--- config.mk ---
export PLATFORM = sky130hd
export DESIGN_NAME = rprst_port
export DESIGN_NICKNAME = d
export VERILOG_FILES = /design/src/rtl/rprst_sync2.v /design/src/rtl/rprst_timer.v /design/src/rtl/rprst_port.v
export VERILOG_INCLUDE_DIRS = /design/src /design/src/rtl
export SDC_FILE = /design/constraint.sdc
export NUM_CORES = 1
export LEC_CHECK = 0
export BUFFER_PORTS_ARGS = -buffer_cell sky130_fd_sc_hd__buf_2
export CAP_MARGIN = 20
export CORE_ASPECT_RATIO = 1.1
export CORE_MARGIN = 8
export CORE_UTILIZATION = 25
export CTS_CLUSTER_DIAMETER = 120
export DETAILED_ROUTE_END_ITERATION = 12
export GPL_ROUTABILITY_DRIVEN = 0
export HOLD_SLACK_MARGIN = 0.1
export SETUP_SLACK_MARGIN = 0.15
export SYNTH_ARGS = -nofsm -noshare
export SYNTH_HDL_FRONTEND = slang
export SYNTH_SLANG_ARGS = --single-unit
--- constraint.sdc ---
create_clock -name clk -period 2.6 [get_ports clk]
set_clock_uncertainty 0.1 [all_clocks]
set_input_delay 0.65 -clock clk [delete_from_list [all_inputs] [get_ports clk]]
set_output_delay 0.65 -clock clk [all_outputs]
set_load 0.05 [all_outputs]
--- src/rtl/rprst_regs.vh ---
/*
 * Register map, field positions, codes and timing constants of the
 * port reset and link-state control block.
 * Assumes: included by the design files by bare name; no other definitions.
 */
`ifndef RPRST_REGS_VH
`define RPRST_REGS_VH

// apb byte addresses
`define RPRST_ADDR_PORT_STATUS_CONTROL    12'h000
`define RPRST_ADDR_CTRL      12'h004
`define RPRST_ADDR_STATUS    12'h008

// port_status_control fields
`define RPRST_BIT_PED        1
`define RPRST_BIT_RSVD       2
`define RPRST_BIT_OCA        3
`define RPRST_BIT_PR         4
`define RPRST_PLS_LO         5
`define RPRST_PLS_HI         8
`define RPRST_BIT_PP         9
`define RPRST_BIT_LWS        16

// ctrl register fields
`define RPRST_CTRL_USB3      0
`define RPRST_CTRL_PP        1

// status register fields
`define RPRST_STAT_BUSY      0
`define RPRST_STAT_USB2      1
`define RPRST_STAT_USB3      2

// link state codes
`define RPRST_LS_U0          4'h0
`define RPRST_LS_U1          4'h1
`define RPRST_LS_U2          4'h2
`define RPRST_LS_U3          4'h3
`define RPRST_LS_DISABLED    4'h4
`define RPRST_LS_RECEIVER_DETECT_STATE    4'h5
`define RPRST_LS_POLLING     4'h7

// timing: bus reset signalling length in microseconds, at 50 MHz
`define RPRST_CLK_MHZ        50
`define RPRST_RESET_US       10

`endif

--- src/rtl/rprst_sync2.v ---
/*
 * Two flip-flop synchroniser for one asynchronous level.
 * Assumes: input comes from a pin outside the clk domain.
 */
`timescale 1ns/1ns
module rprst_sync2 (
    // clock and reset
    input  wire clk,
    input  wire nrst,
    // level
    input  wire din,
    output reg  dout
);
    reg stage1;

    // stage1 feeds dout only
    always @(posedge clk or negedge nrst) begin
        if (!nrst) begin
            stage1 <= 1'b0;
            dout   <= 1'b0;
        end else begin
            stage1 <= din;
            dout   <= stage1;
        end
    end
endmodule // rprst_sync2

--- src/rtl/rprst_timer.v ---
/*
 * Down counter that times the bus reset signalling.
 * Assumes: start is a one-cycle pulse on the clk domain.
 */
`timescale 1ns/1ns
module rprst_timer #(
    parameter WIDTH = 16
) (
    // clock and reset
    input  wire             clk,
    input  wire             nrst,
    // control
    input  wire             start,
    input  wire             abort,
    input  wire [WIDTH-1:0] load,
    output wire             busy,
    output reg              done
);
    reg [WIDTH-1:0] count;

    assign busy = (count != {WIDTH{1'b0}});

    always @(posedge clk or negedge nrst) begin
        if (!nrst) begin
            count <= {WIDTH{1'b0}};
            done  <= 1'b0;
        end else begin
            done <= 1'b0;
            if (abort) begin
                count <= {WIDTH{1'b0}};
            end else if (start) begin
                count <= load;
            end else if (busy) begin
                count <= count - {{(WIDTH-1){1'b0}}, 1'b1};
                if (count == {{(WIDTH-1){1'b0}}, 1'b1}) begin
                    done <= 1'b1;
                end
            end
        end
    end
endmodule // rprst_timer

--- src/rtl/rprst_port.v ---
/*
 * Port reset request, over-current indicator and link-state write control
 * of one root-hub port, with an apb slave for its registers.
 * Assumes: one 50 MHz clock; overcurrent, link status and reset fail pins come
 * from outside and are synchronised here; the attached link phy obeys
 * link_target and the reset strobes.
 */
`timescale 1ns/1ns
`include "rprst_regs.vh"

module rprst_port #(
    parameter        RESET_US = `RPRST_RESET_US,
    parameter        TWIDTH   = 16
) (
    // clock and reset
    input  wire        clk,
    input  wire        nrst,
    // apb slave
    input  wire        psel,
    input  wire        penable,
    input  wire        pwrite,
    input  wire [11:0] paddr,
    input  wire [31:0] pwdata,
    output wire        pready,
    output wire        pslverr,
    output reg  [31:0] prdata,
    // port pins
    input  wire        overcurrent_pin,
    input  wire [3:0]  link_state_pin,
    input  wire        reset_fail_pin,
    // to link phy
    output reg         usb2_bus_reset,
    output reg         usb3_hot_reset,
    output reg  [3:0]  link_target,
    output reg         link_target_valid,
    output wire        downstream_forward_enable,
    // neighbouring port logic
    input  wire        port_enabled_in,
    output reg         port_enabled_flag
);
    // the product is 32 bits wide; the timer keeps only its low TWIDTH bits,
    // so RESET_US must stay small enough for the count to fit TWIDTH
    localparam integer RESET_CYCLES = RESET_US * `RPRST_CLK_MHZ;

    // fsm states
    localparam [2:0] ST_IDLE  = 3'b001;
    localparam [2:0] ST_RESET = 3'b010;
    localparam [2:0] ST_DONE  = 3'b100;

    reg  [2:0]  state;
    reg  [2:0]  next_state;
    reg         usb3_mode;
    reg         port_power_flag;
    reg         port_reset_request;
    reg  [3:0]  link_state_field;
    reg  [3:0]  ls_sync1;
    reg  [3:0]  ls_sync2;
    reg         ena_q;
    wire        overcurrent_active;
    wire        reset_fail;
    wire        timer_busy;
    wire        timer_done;
    wire        wr_en;
    wire        rd_en;
    wire        addr_ok;
    wire        pr_start;
    wire        lws_write;
    wire [3:0]  wr_pls;
    reg  [31:0] read_mux;
    wire [31:0] reset_cycles_word;

    assign reset_cycles_word = RESET_CYCLES;

    assign pready  = 1'b1;
    assign addr_ok = (paddr == `RPRST_ADDR_PORT_STATUS_CONTROL) || (paddr == `RPRST_ADDR_CTRL)
                     || (paddr == `RPRST_ADDR_STATUS);
    assign pslverr = psel && penable && !addr_ok;
    assign wr_en   = psel && penable && pwrite;
    assign rd_en   = psel && !penable && !pwrite;

    rprst_sync2 u_oc_sync (
        .clk  (clk),
        .nrst (nrst),
        .din  (overcurrent_pin),
        .dout (overcurrent_active)
    );

    rprst_sync2 u_fail_sync (
        .clk  (clk),
        .nrst (nrst),
        .din  (reset_fail_pin),
        .dout (reset_fail)
    );

    // vector synchroniser; the phy holds the code stable for many cycles
    always @(posedge clk or negedge nrst) begin
        if (!nrst) begin
            ls_sync1 <= `RPRST_LS_RECEIVER_DETECT_STATE;
            ls_sync2 <= `RPRST_LS_RECEIVER_DETECT_STATE;
        end else begin
            ls_sync1 <= link_state_pin;
            ls_sync2 <= ls_sync1;
        end
    end

    assign wr_pls    = pwdata[`RPRST_PLS_HI:`RPRST_PLS_LO];
    assign lws_write = wr_en && (paddr == `RPRST_ADDR_PORT_STATUS_CONTROL)
                       && pwdata[`RPRST_BIT_LWS];
    // only a 0->1 change starts; a set while already set is dropped
    assign pr_start  = wr_en && (paddr == `RPRST_ADDR_PORT_STATUS_CONTROL) && port_power_flag
                       && pwdata[`RPRST_BIT_PR] && !port_reset_request;

    rprst_timer #(
        .WIDTH (TWIDTH)
    ) u_timer (
        .clk   (clk),
        .nrst  (nrst),
        .start (pr_start),
        .abort (!port_power_flag),
        .load  (reset_cycles_word[TWIDTH-1:0]),
        .busy  (timer_busy),
        .done  (timer_done)
    );

    // reset sequencing
    always @* begin
        next_state = state;
        case (state)
            ST_IDLE:  if (pr_start) next_state = ST_RESET;
            ST_RESET: begin
                if (!port_power_flag) begin
                    next_state = ST_IDLE;
                end else if (timer_done) begin
                    next_state = ST_DONE;
                end
            end
            ST_DONE:  next_state = ST_IDLE;
            default:  next_state = ST_IDLE;
        endcase
    end

    always @(posedge clk or negedge nrst) begin
        if (!nrst) begin
            state              <= ST_IDLE;
            port_reset_request <= 1'b0;
            usb2_bus_reset     <= 1'b0;
            usb3_hot_reset     <= 1'b0;
            port_enabled_flag  <= 1'b0;
            ena_q              <= 1'b0;
        end else begin
            state <= next_state;
            ena_q <= port_enabled_in;
            if (!port_power_flag) begin
                port_reset_request <= 1'b0;
                usb2_bus_reset     <= 1'b0;
                usb3_hot_reset     <= 1'b0;
                port_enabled_flag  <= 1'b0;
            end else if (pr_start) begin
                port_reset_request <= 1'b1;
                usb2_bus_reset     <= !usb3_mode;
                usb3_hot_reset     <= usb3_mode;
                port_enabled_flag  <= 1'b0;
            end else if (state == ST_DONE) begin
                port_reset_request <= 1'b0;
                usb2_bus_reset     <= 1'b0;
                usb3_hot_reset     <= 1'b0;
                port_enabled_flag  <= !reset_fail;
            end else if (!port_reset_request) begin
                // follows the neighbour's enable/disable decisions
                port_enabled_flag  <= port_enabled_in && ena_q;
            end
        end
    end

    // configuration and link state write handling
    always @(posedge clk or negedge nrst) begin
        if (!nrst) begin
            usb3_mode         <= 1'b0;
            port_power_flag   <= 1'b0;
            link_state_field  <= `RPRST_LS_RECEIVER_DETECT_STATE;
            link_target       <= `RPRST_LS_RECEIVER_DETECT_STATE;
            link_target_valid <= 1'b0;
        end else begin
            link_target_valid <= 1'b0;
            link_state_field  <= ls_sync2;
            if (wr_en && (paddr == `RPRST_ADDR_CTRL)) begin
                usb3_mode       <= pwdata[`RPRST_CTRL_USB3];
                port_power_flag <= pwdata[`RPRST_CTRL_PP];
            end
            if (lws_write && port_power_flag && !port_reset_request) begin
                case (wr_pls)
                    `RPRST_LS_U0: begin
                        if (link_state_field <= `RPRST_LS_U3) begin
                            link_target       <= `RPRST_LS_U0;
                            link_target_valid <= 1'b1;
                        end
                    end
                    `RPRST_LS_U2: begin
                        if (!usb3_mode && port_enabled_flag) begin
                            link_target       <= `RPRST_LS_U2;
                            link_target_valid <= 1'b1;
                        end
                    end
                    `RPRST_LS_U3: begin
                        if (link_state_field == `RPRST_LS_U0 && port_enabled_flag) begin
                            link_target       <= `RPRST_LS_U3;
                            link_target_valid <= 1'b1;
                        end
                    end
                    `RPRST_LS_RECEIVER_DETECT_STATE: begin
                        if (usb3_mode && link_state_field == `RPRST_LS_DISABLED) begin
                            link_target       <= `RPRST_LS_RECEIVER_DETECT_STATE;
                            link_target_valid <= 1'b1;
                        end
                    end
                    default: begin
                        link_target_valid <= 1'b0;
                    end
                endcase
            end
        end
    end

    // suspended or disabled ports carry no downstream traffic
    assign downstream_forward_enable = port_enabled_flag
                                       && (link_state_field != `RPRST_LS_U3);

    always @* begin
        read_mux = 32'h00000000;
        case (paddr)
            `RPRST_ADDR_PORT_STATUS_CONTROL: begin
                read_mux[`RPRST_BIT_PED]                = port_enabled_flag;
                read_mux[`RPRST_BIT_RSVD]               = 1'b0;
                read_mux[`RPRST_BIT_OCA]                = overcurrent_active;
                read_mux[`RPRST_BIT_PR]                 = port_reset_request
                                                          && port_power_flag;
                read_mux[`RPRST_PLS_HI:`RPRST_PLS_LO]   = link_state_field;
                read_mux[`RPRST_BIT_PP]                 = port_power_flag;
            end
            `RPRST_ADDR_CTRL: begin
                read_mux[`RPRST_CTRL_USB3] = usb3_mode;
                read_mux[`RPRST_CTRL_PP]   = port_power_flag;
            end
            `RPRST_ADDR_STATUS: begin
                read_mux[`RPRST_STAT_BUSY] = timer_busy;
                read_mux[`RPRST_STAT_USB2] = usb2_bus_reset;
                read_mux[`RPRST_STAT_USB3] = usb3_hot_reset;
            end
            default: read_mux = 32'h00000000;
        endcase
    end

    // read data captured in setup so it stands through the access phase
    always @(posedge clk or negedge nrst) begin
        if (!nrst) begin
            prdata <= 32'h00000000;
        end else if (rd_en) begin
            prdata <= read_mux;
        end
    end
endmodule // rprst_port

==> flow_summary.json, run 1 <==
{
  "timing.rr.end": "prdata[0]",
  "yosys-top-cells-count": "sky130_fd_sc_hd__dfrtp_1 (48), sky130_fd_sc_hd__buf_4 (24), sky130_fd_sc_hd__nor2_1 (22)",
  "postRouteWirelength_um": 6128,
  "numPortBuffers": 50,
  "post-place-cells": 443,
  "drt.antenna.violating_nets": 0,
  "yosysUniqueCellTypes": 51,
  "worst_r2r_startpoint": "u_timer.count[0]",
  "leakage_nw": 1.598,
  "synth_seq_cells": 57,
  "post_cts_resized": 0,
  "power.density_cell_area_nw_per_um2": 669.7,
  "synth.cell_area_um2": 2689,
  "worstSkewPairLatency_ns": 0.33,
  "reg2reg_slack_ns": 0.59,
  "dieArea_um2": 14330,
  "seq_area_frac_synth_pct": 53.47,
  "ir_drop_worst_case_vdd_uv": 347.9,
  "synth_top_cells_by_area": "sky130_fd_sc_hd__dfrtp_1 (45%), sky130_fd_sc_hd__dfstp_2 (8.8%), sky130_fd_sc_hd__buf_4 (6.7%)",
  "max_cap_viol_count": 0,
  "cts_sinks": 57,
  "asyncSetResetFlopFracSynth_pct": 100.0,
  "layout.cells.non_filler": 460,
  "critPathMostFrequentCell": "sky130_fd_sc_hd__buf_2",
  "totalNegativeSetupSlack_ns": 0,
  "number_of_enable_flip_flop_cells_after_synthesis": 0,
  "crit_required_ns": 1.85,
  "route.vias.total": 1953,
  "fin_crit_sh_pct": 89.78,
  "diodes": 0,
  "slew_headroom_pct": 52.69,
  "hold_start": "u_oc_sync.stage1",
  "post-route-drc-count": 0,
  "fin_area_um2": 3362,
  "postLayoutCoreUtil_pct": 32.20,
  "initial_utilization_pct": 25.75,
  "timing.critical_path.to_type": "output pin",
  "clock_tree.htree_level_count": 3,
  "cts_hold_buf": 0,
  "timing.critical_path.fanout_max": 2,
  "setup_viol": 0,
  "timing.fmax_mhz": 428.4,
  "cts_tree": "yes",
  "timing_worst_slew_pin_value_ns": 0.7096,
  "synth_ff_type": "sky130_fd_sc_hd__dfrtp_1",
  "nets": 370,
  "whs_endpoint": "u_oc_sync.dout",
  "routed_len_inst_um": 13.32,
  "synthDominantCellAreaShare_pct": 44.67,
  "grt_max_degree": 58,
  "dp_hpwl_um": 4503,
  "status": "finished clean",
  "detailedRoute.firstIterationViolations": 68,
  "yosysMostFrequentCell": "sky130_fd_sc_hd__dfrtp_1",
  "cell_with_the_biggest_individual_delay_on_the_critical_path": "sky130_fd_sc_hd__nor4_2",
  "synthCells": 252,
  "clk_path_buf_depth": 2,
  "total_number_of_placement_rows": 39,
  "worst-setup-path-type": "in2out",
  "min-delay-path-class": "reg2reg",
  "maxSlewViolCount": 0,
  "postPlaceCellArea_um2": 3052,
  "clkTransAtPathRegs_ns": 0.05,
  "finalWorstPathRequiredPeriod_ns": 2.334,
  "grt.total_usage_pct": 8.959,
  "synthToLayoutAreaGrowth_pct": 25.03,
  "cp_data_arrival_time_ns": 1.58,
  "grt_antenna_before_repair": 0,
  "first_pass_iters": 4,
  "cp_cell_sequence": "buf_2 -> nor4_2 -> nand3_2 -> a21oi_1 -> nor2_1 -> buf_2",
  "finalPower_mw": 2.251,
  "dieHeight_um": 124.8,
  "worst_hold_path.num_cells": 0,
  "grt_overflow_total": 0,
  "postCtsSetupBuffers": 1,
  "synth_warnings": 0,
  "launching_element_type_of_the_critical_path": "primary input",
  "grt_pass1_vias": 2033,
  "post_route_cells_drive_above_1_share_pct": 30.91,
  "max_incr_delay_on_cp_ns": 0.31,
  "io_pins": 99,
  "clockRootBuffer": "sky130_fd_sc_hd__clkbuf_16",
  "rsz0062_at_grt": "false",
  "netlist.top_cell.by_area": "sky130_fd_sc_hd__dfrtp_1",
  "cts_buffers": 9,
  "design.core.area_um2": 10440,
  "timing.final.hold_violations": 0,
  "grt_first_pass_wirelength_um": 10200,
  "worst-r2r-cell-count": 6,
  "average_cell_area_after_synthesis_um2": 10.67,
  "detail_route.vias_per_cell": 4.246,
  "floorplan.die.width_um": 114.9
}
-- per-stage QoR --
| step | setup WS (ns) | hold slack (ns) |
|---|---|---|
| after floorplan | 0.3508 | 0.2312 |
| after global placement | 0.1302 | 0.2319 |
| after detailed placement | 0.1249 | 0.2347 |
| after CTS | 0.2655 | 0.2465 |
| after global routing | 0.1868 | 0.2528 |
| final | 0.2658 | 0.2452 |
-- critical path: cells and delay by family --
kind	cells	cell delay, ns
AO/OA/AOI/OAI	1	0.13
AND/OR/NAND/NOR	3	0.50
buffers and inverters	2	0.30
-- state kept, by name, summed over array words and instances, names as in the netlist, 3 cells and up --
register and count:
ls_sync1 4, state 3, ls_sync2 4, u_timer.count 16, link_state_field 4, link_target 3
prdata 10
-- final cells by class --
type	instances	area [um2]
fill	1101	7081
sequential	57	1438
inverter	5	18.77
clock inverter	7	77.57
clock buffer	9	225.2
multi-input combinational	182	1109
tap	143	178.9
timing repair buffer	57	315.3
-- report_power, final --
part | total [mW] | internal (mW) | switching, mW
logic | 0.151 | 0.0287 | 0.122
clock network | 1.19 | 0.748 | 0.441
registers | 0.911 | 0.905 | 0.00551
total | 2.25 | 1.68 | 0.569
-- placed cells by master, fill, tap and decap left out, types with 3 or more instances in the layout --
| cell type | instances |
|---|---|
| sky130_fd_sc_hd__buf_2 | 50 |
| sky130_fd_sc_hd__dfrtp_1 | 48 |
| sky130_fd_sc_hd__conb_1 | 24 |
| sky130_fd_sc_hd__nor2_1 | 22 |
| sky130_fd_sc_hd__nand2_1 | 20 |
| sky130_fd_sc_hd__o21ai_0 | 9 |
| sky130_fd_sc_hd__clkbuf_16 | 9 |
| sky130_fd_sc_hd__dfstp_2 | 9 |
| sky130_fd_sc_hd__nand4_1 | 7 |
| sky130_fd_sc_hd__xnor2_1 | 7 |
| sky130_fd_sc_hd__a22o_1 | 7 |
| sky130_fd_sc_hd__nor2b_1 | 6 |
| sky130_fd_sc_hd__nor3_1 | 6 |
| sky130_fd_sc_hd__buf_4 | 6 |
| sky130_fd_sc_hd__inv_1 | 5 |
| sky130_fd_sc_hd__a21oi_1 | 5 |
| sky130_fd_sc_hd__or2_2 | 5 |
| sky130_fd_sc_hd__nand3_1 | 5 |
| sky130_fd_sc_hd__or3_1 | 5 |
| sky130_fd_sc_hd__xor2_1 | 5 |
| sky130_fd_sc_hd__nor4_1 | 4 |
| sky130_fd_sc_hd__mux2_2 | 4 |
| sky130_fd_sc_hd__nor3b_1 | 3 |
| sky130_fd_sc_hd__o31ai_1 | 3 |
| sky130_fd_sc_hd__a21boi_0 | 3 |
-- logic make-up after synthesis --
group | count (synthesis) | synth area share [%]
xor gates and xnor gates | 12 | 3.909
and+or+nand+nor | 101 | 20.89
DFF | 57 | 53.47
adders and majority gates | 2 | 0.9305
other | 2 | 0.2793
buffers and inverters | 35 | 8.376
AOI/OAI and AO/OA | 37 | 9.726
muxes | 6 | 2.420
-- worst max-delay path by stage --
stage / to / slack, ns / start / depth (start not counted)
5_1_grt: pslverr / 0.19 / paddr[1] / 6
3_3_place_gp: state[0] / 0.13 / paddr[1] / 6
4_1_cts: pslverr / 0.27 / paddr[1] / 6
6_report: pslverr / 0.27 / paddr[1] / 6
3_5_place_dp: state[0] / 0.12 / paddr[7] / 6
2_1_floorplan: pslverr / 0.35 / paddr[11] / 4
-- routing by layer --
metal  wire [um]  up-vias  share of wire, %  global-route usage (%)
met2        2791       56                46                   13.77
met5           0        -                 0                       0
met1        2679      936                44                   10.47
li1            -      955                 -                       -
met4          80        0               1.3                   3.251
met3         577        6               9.4                   4.413
Power figures use the tool's default switching activity.
==> run 2: changes to the inputs <==
--- a/config.mk
+++ b/config.mk
@@ -11,6 +11,7 @@
 export CORE_ASPECT_RATIO = 1.1
 export CORE_MARGIN = 8
 export CORE_UTILIZATION = 25
+export CTS_BUF_LIST = sky130_fd_sc_hd__clkbuf_8
 export CTS_CLUSTER_DIAMETER = 120
 export DETAILED_ROUTE_END_ITERATION = 12
 export GPL_ROUTABILITY_DRIVEN = 0
==> run 2 against run 1 <==
  * Final cell count unchanged
  * Sequential power about the same
  * Fmax hardly changed
  * Register-to-register slack about the same
  * Non-clock buffer count is the same
  * Routed wire length is 1.6% lower
  * Global-route usage fell by 0.23 points
  * Via count increased by 1.1%
  * Worst setup slack worse by 0.00077 ns
  * Combinational power is essentially flat
  * Critical path depth stayed put
  * Largest cell class unchanged
  * Highest routed layer unchanged
==> flow_summary.json, run 2 (synthesized netlist as in run 1, its figures left out) <==
{
  "globalRouteMet2Util_pct": 13.67,
  "biggestRegsByFlops": "u_timer.count: 16 flops, prdata: 10 flops",
  "post_cts_resized": 0,
  "cp_cell_sequence": "buf_2 -> nor4_2 -> nand3_2 -> a21oi_1 -> nor2_1 -> buf_2",
  "worstSkewPairLatency_ns": 0.34,
  "cts_tree": "yes",
  "dieArea_um2": 14330,
  "layout.cells.non_filler": 460,
  "first_pass_iters": 4,
  "total_number_of_placement_rows": 39,
  "diodes": 0,
  "min-delay-path-class": "reg2reg",
  "detail_route.vias_per_cell": 4.293,
  "largest_reg_flops": 16,
  "ir_drop_worst_case_vdd_uv": 276.9,
  "crit_required_ns": 1.85,
  "cp_data_arrival_time_ns": 1.58,
  "critPathMostFrequentCell": "sky130_fd_sc_hd__buf_2",
  "leakage_nw": 1.552,
  "dp_hpwl_um": 4503,
  "fin_area_um2": 3261,
  "routed_len_inst_um": 13.10,
  "gr-max-usage-layer": "met2",
  "timing_worst_slew_pin_value_ns": 0.7165,
  "critical-path-top-delay-family": "simple AND/OR/NAND/NOR gates",
  "numPortBuffers": 50,
  "drt.antenna.violating_nets": 0,
  "finalHoldWorstSlack_ns": 0.2486,
  "maxSlewViolCount": 0,
  "io_pins": 99,
  "status": "finished clean",
  "finalWorstPathRequiredPeriod_ns": 2.335,
  "initial_utilization_pct": 25.75,
  "grt_max_degree": 58,
  "worst-setup-path-type": "in2out",
  "timing.critical_path.to_type": "output pin",
  "fin_crit_sh_pct": 89.81,
  "clkTransAtPathRegs_ns": 0.07,
  "timing.fmax_mhz": 428.3,
  "grt.total_usage_pct": 8.727,
  "grt_pass1_vias": 2038,
  "max_incr_delay_on_cp_ns": 0.31,
  "layout_commonest_cell": "sky130_fd_sc_hd__buf_2",
  "cts_sinks": 57,
  "most-common-layout-cells": "sky130_fd_sc_hd__buf_2 (50), sky130_fd_sc_hd__dfrtp_1 (48), sky130_fd_sc_hd__conb_1 (24), sky130_fd_sc_hd__nor2_1 (22), sky130_fd_sc_hd__nand2_1 (20)",
  "floorplan.die.width_um": 114.9,
  "clk_path_buf_depth": 2,
  "cell_with_the_biggest_individual_delay_on_the_critical_path": "sky130_fd_sc_hd__nor4_2",
  "cts_buffers": 9,
  "timing.critical_path.fanout_max": 2,
  "power.density_cell_area_nw_per_um2": 583.9,
  "postRouteWirelength_um": 6028,
  "detailedRoute.firstIterationViolations": 71,
  "grt_antenna_before_repair": 0,
  "clock_tree.htree_level_count": 3,
  "postPlaceCellArea_um2": 3052,
  "route.vias.total": 1975,
  "max_cap_viol_count": 0,
  "grt.met1_usage_pct": 10.32,
  "totalNegativeSetupSlack_ns": 0,
  "launching_element_type_of_the_critical_path": "primary input",
  "path_buf_inv": 2,
  "post-place-cells": 443,
  "post_route_cells_drive_above_1_share_pct": 30.91,
  "grt_first_pass_wirelength_um": 10080,
  "rsz0062_at_grt": "false",
  "most_flops_register": "u_timer.count",
  "post-route-drc-count": 0,
  "dieHeight_um": 124.8,
  "nets": 370,
  "timing.final.hold_violations": 0,
  "grt_overflow_total": 0,
  "slew_headroom_pct": 52.23,
  "clockRootBuffer": "sky130_fd_sc_hd__clkbuf_8",
  "synthToLayoutAreaGrowth_pct": 21.27,
  "design.core.area_um2": 10440,
  "setup_viol": 0,
  "groute.layer.met3.usage_pct": 3.977
}
[run 2: cell count changes in the layout (fill, tap and decap cells not counted)]
cell | previous run | this run
sky130_fd_sc_hd__clkbuf_16 | 9 | 0
sky130_fd_sc_hd__clkbuf_8 | 0 | 9
[run 2: cell type report]
class / instances / area [um2]
fillers: 1108 / 7182
repair buffers: 57 / 315.3
flip-flops and latches: 57 / 1438
clock buffers: 9 / 123.9
inverters: 5 / 18.77
clock inverters: 7 / 77.57
multi-input cells: 182 / 1109
well taps: 143 / 178.9
[run 2: repair_timing]
action,4_1_cts,5_1_grt
buffers inserted,1,0
setup endpoints to repair,1,0
hold buffers,0,0
[run 2: metal layers]
metal	vias to the layer above	share of wire, %
li1	954	-
met1	952	44
met2	61	46
met3	8	9.5
met4	0	1.1
met5	-	0
[run 2: final timing paths]
| path | slack, ns | endpoint | depth (start not counted) | from |
|---|---|---|---|---|
| worst min register to register | 0.25 | u_oc_sync.dout | 0 | u_oc_sync.stage1 |
| max in group asynchronous | 1.56 | prdata[3] | 2 | nrst |
| min in group asynchronous | 0.34 | u_timer.count[15] | 2 | nrst |
| worst max register to register | 0.59 | prdata[0] | 6 | u_timer.count[0] |
| worst min-delay path | 0.25 | u_oc_sync.dout | 0 | u_oc_sync.stage1 |
| worst max-delay path | 0.27 | pslverr | 6 | paddr[1] |
[run 2: report_power, final]
part | internal, mW | leakage [nW] | switching [mW] | total [mW]
clock network | 0.450 | 0.100 | 0.394 | 0.844
logic | 0.0287 | 0.718 | 0.122 | 0.151
registers | 0.904 | 0.734 | 0.00519 | 0.909
[run 2: through the flow]
step                      power, mW  setup WS (ns)  util [%]
final                         1.904         0.2650     31.22
after global routing          1.986         0.1868     31.22
after CTS                     1.931         0.2655     31.22
after detailed placement      1.078         0.1249     29.22
after global placement        1.075         0.1302     29.22
after floorplan               1.050         0.3508         -
